--- config.mk ---
export PLATFORM = sky130hd
export DESIGN_NAME = slb_bridge
export DESIGN_NICKNAME = d
export VERILOG_FILES = /design/src/logic/slb_pkg.sv /design/src/logic/slb_fifo.sv /design/src/logic/slb_bridge.sv
export SDC_FILE = /design/constraint.sdc
export NUM_CORES = 1
export LEC_CHECK = 0
export BUFFER_PORTS_ARGS = -buffer_cell sky130_fd_sc_hd__buf_4
export CORE_MARGIN = 5
export CORE_UTILIZATION = 60
export CTS_BUF_LIST = sky130_fd_sc_hd__clkbuf_16
export CTS_CLUSTER_DIAMETER = 120
export CTS_CLUSTER_SIZE = 30
export DETAILED_ROUTE_END_ITERATION = 10
export PLACE_DENSITY = 0.78
export SYNTH_ARGS = -nofsm -noshare
export SYNTH_HDL_FRONTEND = slang
export SYNTH_HIERARCHICAL = 1
export SYNTH_SLANG_ARGS = --single-unit
--- constraint.sdc ---
create_clock -name clock_i -period 9.1 [get_ports clock_i]
set_input_delay 0.455 -clock clock_i [delete_from_list [all_inputs] [get_ports clock_i]]
set_output_delay 0.455 -clock clock_i [all_outputs]
set_load 0.02 [all_outputs]
--- src/logic/slb_pkg.sv ---
// Package for the serial link host bridge: framing, command codes, timing.
// Assumes a single 200 MHz clock domain.
package slb_pkg;
  localparam int CLK_HZ = 200000000;
  localparam int DEFAULT_BAUD = 921600;
  localparam logic [15:0] DIV_RESET = 16'(CLK_HZ / DEFAULT_BAUD);
  localparam int CHAR_BITS = 9;
  localparam int FIFO_DEPTH = 8;
  localparam int MS_US = 1000;
  localparam int CLK_PER_US = CLK_HZ / 1000000;
  localparam int MS_CYCLES = MS_US * CLK_PER_US;
  localparam logic [7:0] CMD_HELP = 8'h3f;
  localparam logic [7:0] CMD_BAUD = 8'h42;
  localparam logic [7:0] CMD_WAKE = 8'h54;
  localparam int BANNER_LEN = 16;
  localparam int I2C_INIT_LEN = 4;
  localparam int I2C_HALF = 250;
  localparam int WAKE_DIGITS = 11;
  typedef enum logic [2:0] {
    SLB_IDLE = 3'b000,
    SLB_BAUD = 3'b001,
    SLB_WAKE_ARGS = 3'b010,
    SLB_WAKE_READ = 3'b011,
    SLB_WAKE_WAIT = 3'b100,
    SLB_WAKE_WRITE = 3'b101,
    SLB_BANNER = 3'b110
  } slb_cmd_state_t;
endpackage

--- src/logic/slb_fifo.sv ---
// Synchronous FIFO with valid/ready on both sides.
// Assumes one clock, synchronous active-low reset and a clock enable.
`timescale 1ns/100ps
`default_nettype none
module slb_fifo #(
  parameter int WIDTH = 9,
  parameter int DEPTH = 8
) (
  input wire logic clock_i,              // System clock
  input wire logic reset_n_i,            // Sync reset, active low
  input wire logic enable_i,             // Clock enable
  input wire logic in_valid_i,           // Write request
  output logic in_ready_o,               // Not full
  input wire logic [WIDTH-1:0] in_data_i, // Write data
  output logic out_valid_o,              // Not empty
  input wire logic out_ready_i,          // Read accept
  output logic [WIDTH-1:0] out_data_o    // Head word
);
  localparam int AW = $clog2(DEPTH);
  logic [WIDTH-1:0] mem [DEPTH];
  logic [AW:0] wr_reg, rd_reg;
  wire push = in_valid_i && in_ready_o;
  wire pop = out_valid_o && out_ready_i;
  assign in_ready_o = (wr_reg - rd_reg) != (AW+1)'(DEPTH);
  assign out_valid_o = wr_reg != rd_reg;
  assign out_data_o = mem[rd_reg[AW-1:0]];
  always_ff @(posedge clock_i) begin
    if (!reset_n_i) begin
      wr_reg <= '0;
      rd_reg <= '0;
    end else if (enable_i) begin
      if (push) begin
        mem[wr_reg[AW-1:0]] <= in_data_i;
        wr_reg <= wr_reg + (AW+1)'(1);
      end
      if (pop) rd_reg <= rd_reg + (AW+1)'(1);
    end
  end
endmodule
`default_nettype wire

--- src/logic/slb_bridge.sv ---
// Host-side bridge: buffers host register traffic, relays link replies,
// runs local commands and the reset-time audio init sequence.
// Assumes byte-level serial ports with valid strobes, ready only on host transmit; bit timing is generated here
// only for the link transmitter and the I2C init engine.
`timescale 1ns/100ps
`default_nettype none
module slb_bridge (
  input wire logic clock_i,                    // 200 MHz system clock
  input wire logic reset_n_i,                  // Sync reset incl. reset switch
  input wire logic enable_i,                   // Clock enable, freezes all state
  input wire logic rts_i,                      // Host request-to-send
  input wire logic link_mode_select_i,         // High: bypass mode
  input wire logic control_direction_select_i, // High: host on this side
  input wire logic host_rx_valid_i,            // Host character strobe
  input wire logic [8:0] host_rx_data_i,       // Host character, 9 bits
  output logic host_tx_valid_o,                // Character to host valid
  input wire logic host_tx_ready_i,            // Host port can accept
  output logic [8:0] host_tx_data_o,           // Character to host
  input wire logic link_rx_valid_i,            // Character from link strobe
  input wire logic [8:0] link_rx_data_i,       // Character from link
  output logic link_tx_o,                      // Serial line toward link
  output logic link_busy_o,                    // Link transmitter busy
  output logic host_attached_o,                // Controlling host on this side
  output logic registers_reachable_o,          // Base mode active
  output logic [15:0] baud_divisor_value_o,    // Current bit divisor
  output logic audio_scl_o,                    // Audio I2C clock, low drive
  output logic audio_scl_oe_o,                 // Drives SCL low when high
  output logic audio_sda_o,                    // Audio I2C data, low drive
  output logic audio_sda_oe_o,                 // Drives SDA low when high
  output logic init_done_o                     // Audio init finished
);
  import slb_pkg::*;

  // Direction and mode reporting
  assign host_attached_o = control_direction_select_i;
  assign registers_reachable_o = !link_mode_select_i;

  // Character routing
  wire bypass = link_mode_select_i;
  // A full buffer refuses further host characters; they are lost, not stalled
  wire buffer_char = host_rx_valid_i && (rts_i || bypass);
  wire cmd_char = host_rx_valid_i && !rts_i && !bypass;
  wire [7:0] cmd_byte = host_rx_data_i[7:0];

  // Local command engine state
  slb_cmd_state_t state_reg, state_next;
  logic [15:0] div_reg;
  logic [3:0] digit_cnt_reg;
  logic [43:0] args_reg;
  logic [3:0] ms_left_reg;
  logic [17:0] ms_tick_reg;
  logic [4:0] ban_idx_reg;
  logic [1:0] wake_step_reg;

  assign baud_divisor_value_o = div_reg;

  // Hex digit decode
  wire [3:0] hex_val = (cmd_byte >= 8'h61) ? 4'(cmd_byte - 8'h57) :
                       (cmd_byte >= 8'h41) ? 4'(cmd_byte - 8'h37) : cmd_byte[3:0];
  // Argument digits, first one in the top nibble: AA RR D WW RR DD
  // Delay digit is clamped to 1..8 ms so that a zero never skips the wait
  wire [3:0] wake_delay = (args_reg[27:24] == 4'h0) ? 4'h1 :
                          (args_reg[27:24] > 4'h8) ? 4'h8 : args_reg[27:24];

  // Wake sequence bytes injected into the link stream
  logic [7:0] wake_byte;
  always_comb begin
    wake_byte = 8'h00;
    case ({state_reg == SLB_WAKE_WRITE, wake_step_reg})
      3'b000: wake_byte = args_reg[43:36];
      3'b001: wake_byte = args_reg[35:28];
      3'b010: wake_byte = 8'h01;
      3'b100: wake_byte = args_reg[23:16];
      3'b101: wake_byte = args_reg[15:8];
      3'b110: wake_byte = 8'h01;
      3'b111: wake_byte = args_reg[7:0];
      default: wake_byte = 8'h00;
    endcase
  end
  wire wake_sending = (state_reg == SLB_WAKE_READ) || (state_reg == SLB_WAKE_WRITE);
  wire [8:0] wake_char = {^wake_byte, wake_byte};

  // Host-to-link FIFO; held back while request-to-send stays asserted outside bypass mode
  logic fifo_in_ready, fifo_out_valid, fifo_out_ready;
  logic [8:0] fifo_out_data;
  wire fifo_in_valid = buffer_char || wake_sending;
  // Host traffic wins the FIFO port; the wake step simply waits a cycle
  wire [8:0] fifo_in_data = buffer_char ? host_rx_data_i : wake_char;
  logic wake_push;
  assign wake_push = wake_sending && fifo_in_ready && !buffer_char;

  slb_fifo #(.WIDTH(CHAR_BITS), .DEPTH(FIFO_DEPTH)) u_fifo (
    .clock_i(clock_i),
    .reset_n_i(reset_n_i),
    .enable_i(enable_i),
    .in_valid_i(fifo_in_valid),
    .in_ready_o(fifo_in_ready),
    .in_data_i(fifo_in_data),
    .out_valid_o(fifo_out_valid),
    .out_ready_i(fifo_out_ready),
    .out_data_o(fifo_out_data)
  );

  // Link transmitter: start, 9 data bits LSB first, 1.5 stop bits
  logic [3:0] tx_bit_reg;
  logic [15:0] tx_cnt_reg;
  logic [9:0] tx_sh_reg;
  logic tx_active_reg;
  wire release_ok = !rts_i || bypass;
  wire [15:0] half_div = {1'b0, div_reg[15:1]};
  wire [15:0] bit_len = (tx_bit_reg == 4'd10) ? 16'(div_reg + half_div) : div_reg;
  wire bit_end = tx_cnt_reg >= bit_len - 16'h0001;
  wire frame_end = tx_active_reg && bit_end && (tx_bit_reg == 4'd10);
  // A new character is loaded in the same cycle the stop ends: no gap
  assign fifo_out_ready = release_ok && (!tx_active_reg || frame_end);
  assign link_busy_o = tx_active_reg;

  always_ff @(posedge clock_i) begin
    if (!reset_n_i) begin
      tx_active_reg <= 1'b0;
      tx_bit_reg <= 4'h0;
      tx_cnt_reg <= 16'h0000;
      tx_sh_reg <= 10'h3ff;
      link_tx_o <= 1'b1;
    end else if (enable_i) begin
      if (fifo_out_valid && fifo_out_ready) begin
        tx_active_reg <= 1'b1;
        tx_bit_reg <= 4'h0;
        tx_cnt_reg <= 16'h0000;
        tx_sh_reg <= {fifo_out_data, 1'b0};
        link_tx_o <= 1'b0;
      end else if (frame_end) begin
        tx_active_reg <= 1'b0;
        link_tx_o <= 1'b1;
      end else if (tx_active_reg) begin
        if (bit_end) begin
          tx_cnt_reg <= 16'h0000;
          tx_bit_reg <= tx_bit_reg + 4'h1;
          link_tx_o <= (tx_bit_reg == 4'd9) ? 1'b1 : tx_sh_reg[tx_bit_reg + 4'h1];
        end else begin
          tx_cnt_reg <= tx_cnt_reg + 16'h0001;
        end
      end
    end
  end

  // Host transmit path: link replies win over the banner
  logic banner_valid;
  logic [7:0] banner_byte;
  logic tx_out_valid_reg;
  logic [8:0] tx_out_data_reg;
  wire host_slot_free = !tx_out_valid_reg || host_tx_ready_i;
  wire banner_take = banner_valid && !link_rx_valid_i && host_slot_free;
  assign host_tx_valid_o = tx_out_valid_reg;
  assign host_tx_data_o = tx_out_data_reg;

  always_ff @(posedge clock_i) begin
    if (!reset_n_i) begin
      tx_out_valid_reg <= 1'b0;
      tx_out_data_reg <= 9'h000;
    end else if (enable_i) begin
      if (link_rx_valid_i) begin
        // Link characters are never held back; a stalled host loses the older one
        tx_out_valid_reg <= 1'b1;
        tx_out_data_reg <= link_rx_data_i;
      end else if (banner_take) begin
        tx_out_valid_reg <= 1'b1;
        tx_out_data_reg <= {^banner_byte, banner_byte};
      end else if (host_tx_ready_i) begin
        tx_out_valid_reg <= 1'b0;
      end
    end
  end

  // Banner text and command list
  always_comb begin
    case (ban_idx_reg[3:0])
      4'h0: banner_byte = 8'h42; // B
      4'h1: banner_byte = 8'h52; // R
      4'h2: banner_byte = 8'h47; // G
      4'h3: banner_byte = 8'h20;
      4'h4: banner_byte = 8'h76; // v
      4'h5: banner_byte = 8'h31; // 1
      4'h6: banner_byte = 8'h0d;
      4'h7: banner_byte = 8'h0a;
      4'h8: banner_byte = 8'h3f; // ?
      4'h9: banner_byte = 8'h20;
      4'ha: banner_byte = 8'h42; // B
      4'hb: banner_byte = 8'h20;
      4'hc: banner_byte = 8'h54; // T
      4'hd: banner_byte = 8'h0d;
      4'he: banner_byte = 8'h0a;
      default: banner_byte = 8'h3e; // >
    endcase
  end
  assign banner_valid = state_reg == SLB_BANNER;

  // Command state machine
  wire wait_done = (ms_left_reg == 4'h0) && (ms_tick_reg == 18'h0);
  always_comb begin
    state_next = state_reg;
    case (state_reg)
      SLB_IDLE: begin
        if (cmd_char && cmd_byte == CMD_HELP) state_next = SLB_BANNER;
        else if (cmd_char && cmd_byte == CMD_BAUD) state_next = SLB_BAUD;
        else if (cmd_char && cmd_byte == CMD_WAKE) state_next = SLB_WAKE_ARGS;
        // Any other character leaves everything untouched
      end
      SLB_BAUD: if (cmd_char && digit_cnt_reg == 4'd3) state_next = SLB_IDLE;
      SLB_WAKE_ARGS: if (cmd_char && digit_cnt_reg == 4'(WAKE_DIGITS - 1)) state_next = SLB_WAKE_READ;
      SLB_WAKE_READ: if (wake_push && wake_step_reg == 2'd2) state_next = SLB_WAKE_WAIT;
      SLB_WAKE_WAIT: if (wait_done) state_next = SLB_WAKE_WRITE;
      SLB_WAKE_WRITE: if (wake_push && wake_step_reg == 2'd3) state_next = SLB_IDLE;
      SLB_BANNER: if (banner_take && ban_idx_reg == 5'(BANNER_LEN - 1)) state_next = SLB_IDLE;
      default: state_next = SLB_IDLE;
    endcase
  end

  always_ff @(posedge clock_i) begin
    if (!reset_n_i) begin
      state_reg <= SLB_IDLE;
      div_reg <= DIV_RESET;
      digit_cnt_reg <= 4'h0;
      args_reg <= 44'h0;
      ms_left_reg <= 4'h0;
      ms_tick_reg <= 18'h0;
      ban_idx_reg <= 5'h0;
      wake_step_reg <= 2'h0;
    end else if (enable_i) begin
      state_reg <= state_next;
      if (state_reg == SLB_IDLE) begin
        digit_cnt_reg <= 4'h0;
        ban_idx_reg <= 5'h0;
        wake_step_reg <= 2'h0;
      end
      if ((state_reg == SLB_BAUD || state_reg == SLB_WAKE_ARGS) && cmd_char) begin
        digit_cnt_reg <= digit_cnt_reg + 4'h1;
        args_reg <= {args_reg[39:0], hex_val};
      end
      // Four hex digits form the new divisor, taken on the last one
      if (state_reg == SLB_BAUD && cmd_char && digit_cnt_reg == 4'd3)
        div_reg <= {args_reg[11:0], hex_val};
      if (wake_push) wake_step_reg <= wake_step_reg + 2'h1;
      if (state_reg == SLB_WAKE_READ && state_next == SLB_WAKE_WAIT) begin
        ms_left_reg <= wake_delay - 4'h1;
        ms_tick_reg <= 18'(MS_CYCLES - 1);
        wake_step_reg <= 2'h0;
      end else if (state_reg == SLB_WAKE_WAIT && !wait_done) begin
        if (ms_tick_reg == 18'h0) begin
          ms_tick_reg <= 18'(MS_CYCLES - 1);
          ms_left_reg <= ms_left_reg - 4'h1;
        end else begin
          ms_tick_reg <= ms_tick_reg - 18'h1;
        end
      end
      if (banner_take) ban_idx_reg <= ban_idx_reg + 5'h1;
    end
  end

  // Audio I2C init: fixed byte list, open-drain style outputs
  logic [7:0] init_rom;
  logic [2:0] init_idx_reg;
  logic [3:0] i2c_bit_reg;
  logic [1:0] i2c_phase_reg;
  logic [7:0] i2c_cnt_reg;
  logic init_done_reg;
  logic scl_low_reg, sda_low_reg;
  always_comb begin
    case (init_idx_reg)
      3'd0: init_rom = 8'h20;
      3'd1: init_rom = 8'h0a;
      3'd2: init_rom = 8'h80;
      3'd3: init_rom = 8'h01;
      default: init_rom = 8'h00;
    endcase
  end
  // Bit slots 0..7 data, 8 acknowledge (released), 9 stop
  wire i2c_data_bit = (i2c_bit_reg < 4'd8) ? init_rom[3'(4'd7 - i2c_bit_reg)] : 1'b1;
  assign audio_scl_o = 1'b0;
  assign audio_sda_o = 1'b0;
  assign audio_scl_oe_o = scl_low_reg;
  assign audio_sda_oe_o = sda_low_reg;
  assign init_done_o = init_done_reg;

  always_ff @(posedge clock_i) begin
    if (!reset_n_i) begin
      init_idx_reg <= 3'h0;
      i2c_bit_reg <= 4'h0;
      i2c_phase_reg <= 2'h0;
      i2c_cnt_reg <= 8'h0;
      init_done_reg <= 1'b0;
      scl_low_reg <= 1'b0;
      sda_low_reg <= 1'b1;                                  // start condition
    end else if (enable_i && !init_done_reg) begin
      if (i2c_cnt_reg != 8'(I2C_HALF - 1)) begin
        i2c_cnt_reg <= i2c_cnt_reg + 8'h1;
      end else begin
        i2c_cnt_reg <= 8'h0;
        i2c_phase_reg <= i2c_phase_reg + 2'h1;
        case (i2c_phase_reg)
          2'd0: if (i2c_bit_reg != 4'd10) scl_low_reg <= 1'b1;
          2'd1: sda_low_reg <= (i2c_bit_reg >= 4'd9) ? 1'b1 : !i2c_data_bit;
          2'd2: if (i2c_bit_reg != 4'd10) scl_low_reg <= 1'b0;
          default: begin
            if (i2c_bit_reg == 4'd9) begin
              sda_low_reg <= 1'b0;                          // stop
              if (init_idx_reg == 3'(I2C_INIT_LEN - 1)) begin
                init_done_reg <= 1'b1;
                i2c_bit_reg <= 4'h0;
              end else begin
                // Slot 10: bus-free gap, then a fresh start for the next byte
                i2c_bit_reg <= 4'd10;
              end
              init_idx_reg <= init_idx_reg + 3'h1;
            end else if (i2c_bit_reg == 4'd10) begin
              i2c_bit_reg <= 4'h0;                          // start held, clock follows
            end else begin
              i2c_bit_reg <= i2c_bit_reg + 4'h1;
            end
          end
        endcase
      end
    end
  end
endmodule
`default_nettype wire

==> results.yml <==
grt:
  grt_pass1_vias: 9734
  grt_pass1_wl_mm: 49.49
  antenna_found_initial: 1
  grt_usage_pct: 22.75
  grt-ovfl-total: 0
  grt_max_degree: 70
timing:
  worstMarginPinSlew_ps: 1173
  drv_slew: 0
  holdWs_ps: 257.7
  setup_viol_count_final: 0
  fin_crit_sh_pct: 69.63
  fin_crit_ps: 6336
  relSlewSlack_pct: 21.60
  tns_ps: 0
  hold_violations: 0
  rsz0062_at_grt: "false"
  max_freq_mhz: 157.8
  fin_skew_ps: 23.62
setup_path:
  critPathKind: "flop to flop"
  cpMostUsedCell: "nand4_1"
  critPathCaptureType: "flop"
  start_kind: "flop"
  crit_path_top_delay_cell: "nand3b_1"
  path_cells: "inv_1, ha_1, nand3b_1, nor4_1, a2111oi_2, nor3b_1, nand4_1, nor3_1, nand4_1, xnor2_1, ha_1, nand4_1, a211oi_1, o31a_1, a311o_1, o21ai_0, nand2_1, and2_1, nand2_1, a21oi_1, nand3_1, a21boi_0"
  crit_required_ps: 9500
  worstPathMaxFanout: 32
  crit_arrival_ps: 6730
  critical-path-max-stage-delay_ps: 810
synth:
  synth_edf_count: 72
  synth_top_cell_by_area: "dfxtp_1"
  ys_async_sr_fraction_pct: 0
  yosysSeqAreaShare_pct: 42.24
  synthTopCellsByCount: "dfxtp_1, nand2_1, nor2_1, a21oi_1, ha_1"
  yosysTopAreaCellShare_pct: 26.18
  yosys.cell_types.count: 81
  syn-instance-count: 1416
  ys_seq_elements: 248
  yosysMostFrequentCell: "dfxtp_1"
  synth_flop_cell: "dfxtp_1"
  synth_area_sq_um: 13460
  syn_avg_cell_area_sq_um: 9.505
  yosys_warnings: 6
  synth_area_leaders: "dfxtp_1, edfxtp_1, ha_1, mux2i_1, nand2_1"
worst_hold_path:
  hp-class: "primary input to flop"
run_status:
  outcome: "complete, no violations"
die:
  std_cell_rows: 54
  initial_utilization_pct: 61.29
  die_w_um: 159.8
  dieArea_sq_um: 25530
  dieHeight_um: 159.8
  core_sq_um: 21960
  io_pins: 62
clock_tree:
  cts_resized: 0
  cts_hold_buf: 0
  clock_latency_ps: 490
  cts.reportedPaths.clkPinSlew_ps: 120
  clock_path_buffers: 3
  clock-sinks: 248
  htreeDepth: 1
  cts_tree: "built"
  postCtsSetupRepairBufs: 0
  cts_root_buf: "clkbuf_16"
  cts_made_buffers: 12
final_layout:
  largest_reg_flops: 72
  fill_cells: 1740
  fin_nets: 1530
  drive_gt1_share_pct: 10.90
  design_area_sq_um: 14440
  areaGrowthSynthToFinish_pct: 7.317
  antenna_cells: 0
power:
  p_total_uw: 2045
  ir_drop_v: 0.0001539
  power_density_nw_per_um2: 141.6
  power.leakage_uw: 0.005312
routing:
  final_antenna_net_count: 0
  drtIter0Drc: 904
  num_vias: 10420
  drt-total-wl_mm: 29.79
  drt_pre_antenna_iters: 5
  avgViaCountPerCell: 6.089
  routedWlPerCell_um: 17.41
  drc: 0
placed_design:
  placedInstanceArea_sq_um: 14060
  place.port_buffers: 57
  place_hpwl_mm: 20.76
  gp_congestion: 0.8604
job:
  cap_violations: 0
[logic make-up after synthesis]
kind of cell               after synthesis  share of synthesized area (%)
buffers and inverters                  117                          3.533
adders and majority gates               76                          7.121
DFF                                    248                          42.24
muxes                                  106                          9.984
AOI/OAI and AO/OA                      275                          13.15
and+or+nand+nor                        524                          19.35
other                                    1                        0.02786
xor gates and xnor gates                69                          4.592
[through the flow]
| step | setup WS [ps] | util [%] | cells |
|---|---|---|---|
| floorplan | 3709 | - | 1417 |
| global placement | 3232 | 64.02 | 1693 |
| detailed placement | 3006 | 64.02 | 1693 |
| CTS | 2876 | 65.78 | 1711 |
| global route | 2174 | 65.78 | 1711 |
| finish | 2764 | 65.78 | 1711 |
[worst paths after layout]
check / startpoint / end / slack (ps) / cells past startpoint
worst max-delay path: tx_bit_reg[0]$_SDFFE_PN0P_ / u_fifo/rd_reg[2]$_SDFFE_PN0P_ / 2760 / 22
worst min-delay path: link_rx_data_i[7] / host_tx_data_o[7]$_SDFFE_PN0P_ / 260 / 3
worst max register to register: tx_bit_reg[0]$_SDFFE_PN0P_ / u_fifo/rd_reg[2]$_SDFFE_PN0P_ / 2760 / 22
worst min register to register: args_reg[42]$_SDFFE_PN0P_ / args_reg[42]$_SDFFE_PN0P_ / 470 / 2
[critical path: cells and delay by family, from the launching register on]
family | cells | cell delay, ps
compound gates | 7 | 2250
buf+inv | 1 | 80
xor+xnor | 1 | 170
flops | 1 | 550
simple gates | 11 | 2680
fa+ha+maj | 2 | 510
[area by class of cell]
type / instances / area (sq um) / area share (%)
multi-input cells: 1052 / 7340 / 50.81
flip-flops and latches: 248 / 5685 / 39.36
repair buffers: 68 / 510.5 / 3.534
well taps: 280 / 350.3 / 2.425
clock buffers: 13 / 325.3 / 2.252
inverters: 45 / 171.4 / 1.187
clock inverters: 5 / 61.31 / 0.4245
[power by group]
part | total (uW) | leakage [uW] | internal [uW] | switching, uW
Combinational | 220 | 0.00303 | 87.5 | 132
Sequential | 1180 | 0.00208 | 1160 | 22.1
Clock | 646 | 0.000200 | 295 | 351
Total | 2040 | 0.00531 | 1540 | 506
[routing by layer]
layer / wire length [um] / vias to the layer above / GRT usage, % / share of wire, %
li1: - / 5155 / - / -
met1: 13580 / 4974 / 31.82 / 46
met2: 14240 / 254 / 38.49 / 48
met3: 1487 / 34 / 2.732 / 5.0
met4: 471 / 2 / 4.576 / 1.6
met5: 16 / - / 0 / 0.054
[placed cells by master, fill, tap and decap left out, drive strengths merged, types with 8 or more instances in the layout]
master  netlist  routed
nor2        129     129
nand2b       10      10
nand3b        9       9
a31oi        26      26
o21ai        46      46
nor3         23      23
xnor2        40      40
nand3        37      37
nand4        24      24
edfxtp       72      72
buf          18      68
nor3b        12      12
inv          45      49
mux2i        66      66
or3          10      10
nor2b        12      12
mux2         20      20
a22oi         8       8
ha           75      75
or2           8       8
mux4         20      20
nand4b        8       8
and2         13      13
clkbuf       54      13
nor4         17      17
o211ai       11      11
and3         14      14
xor2         28      28
dfxtp       176     176
a21oi        97      97
a211oi       27      27
nand2       175     175
Note: power is estimated with default switching activity, not from simulation.
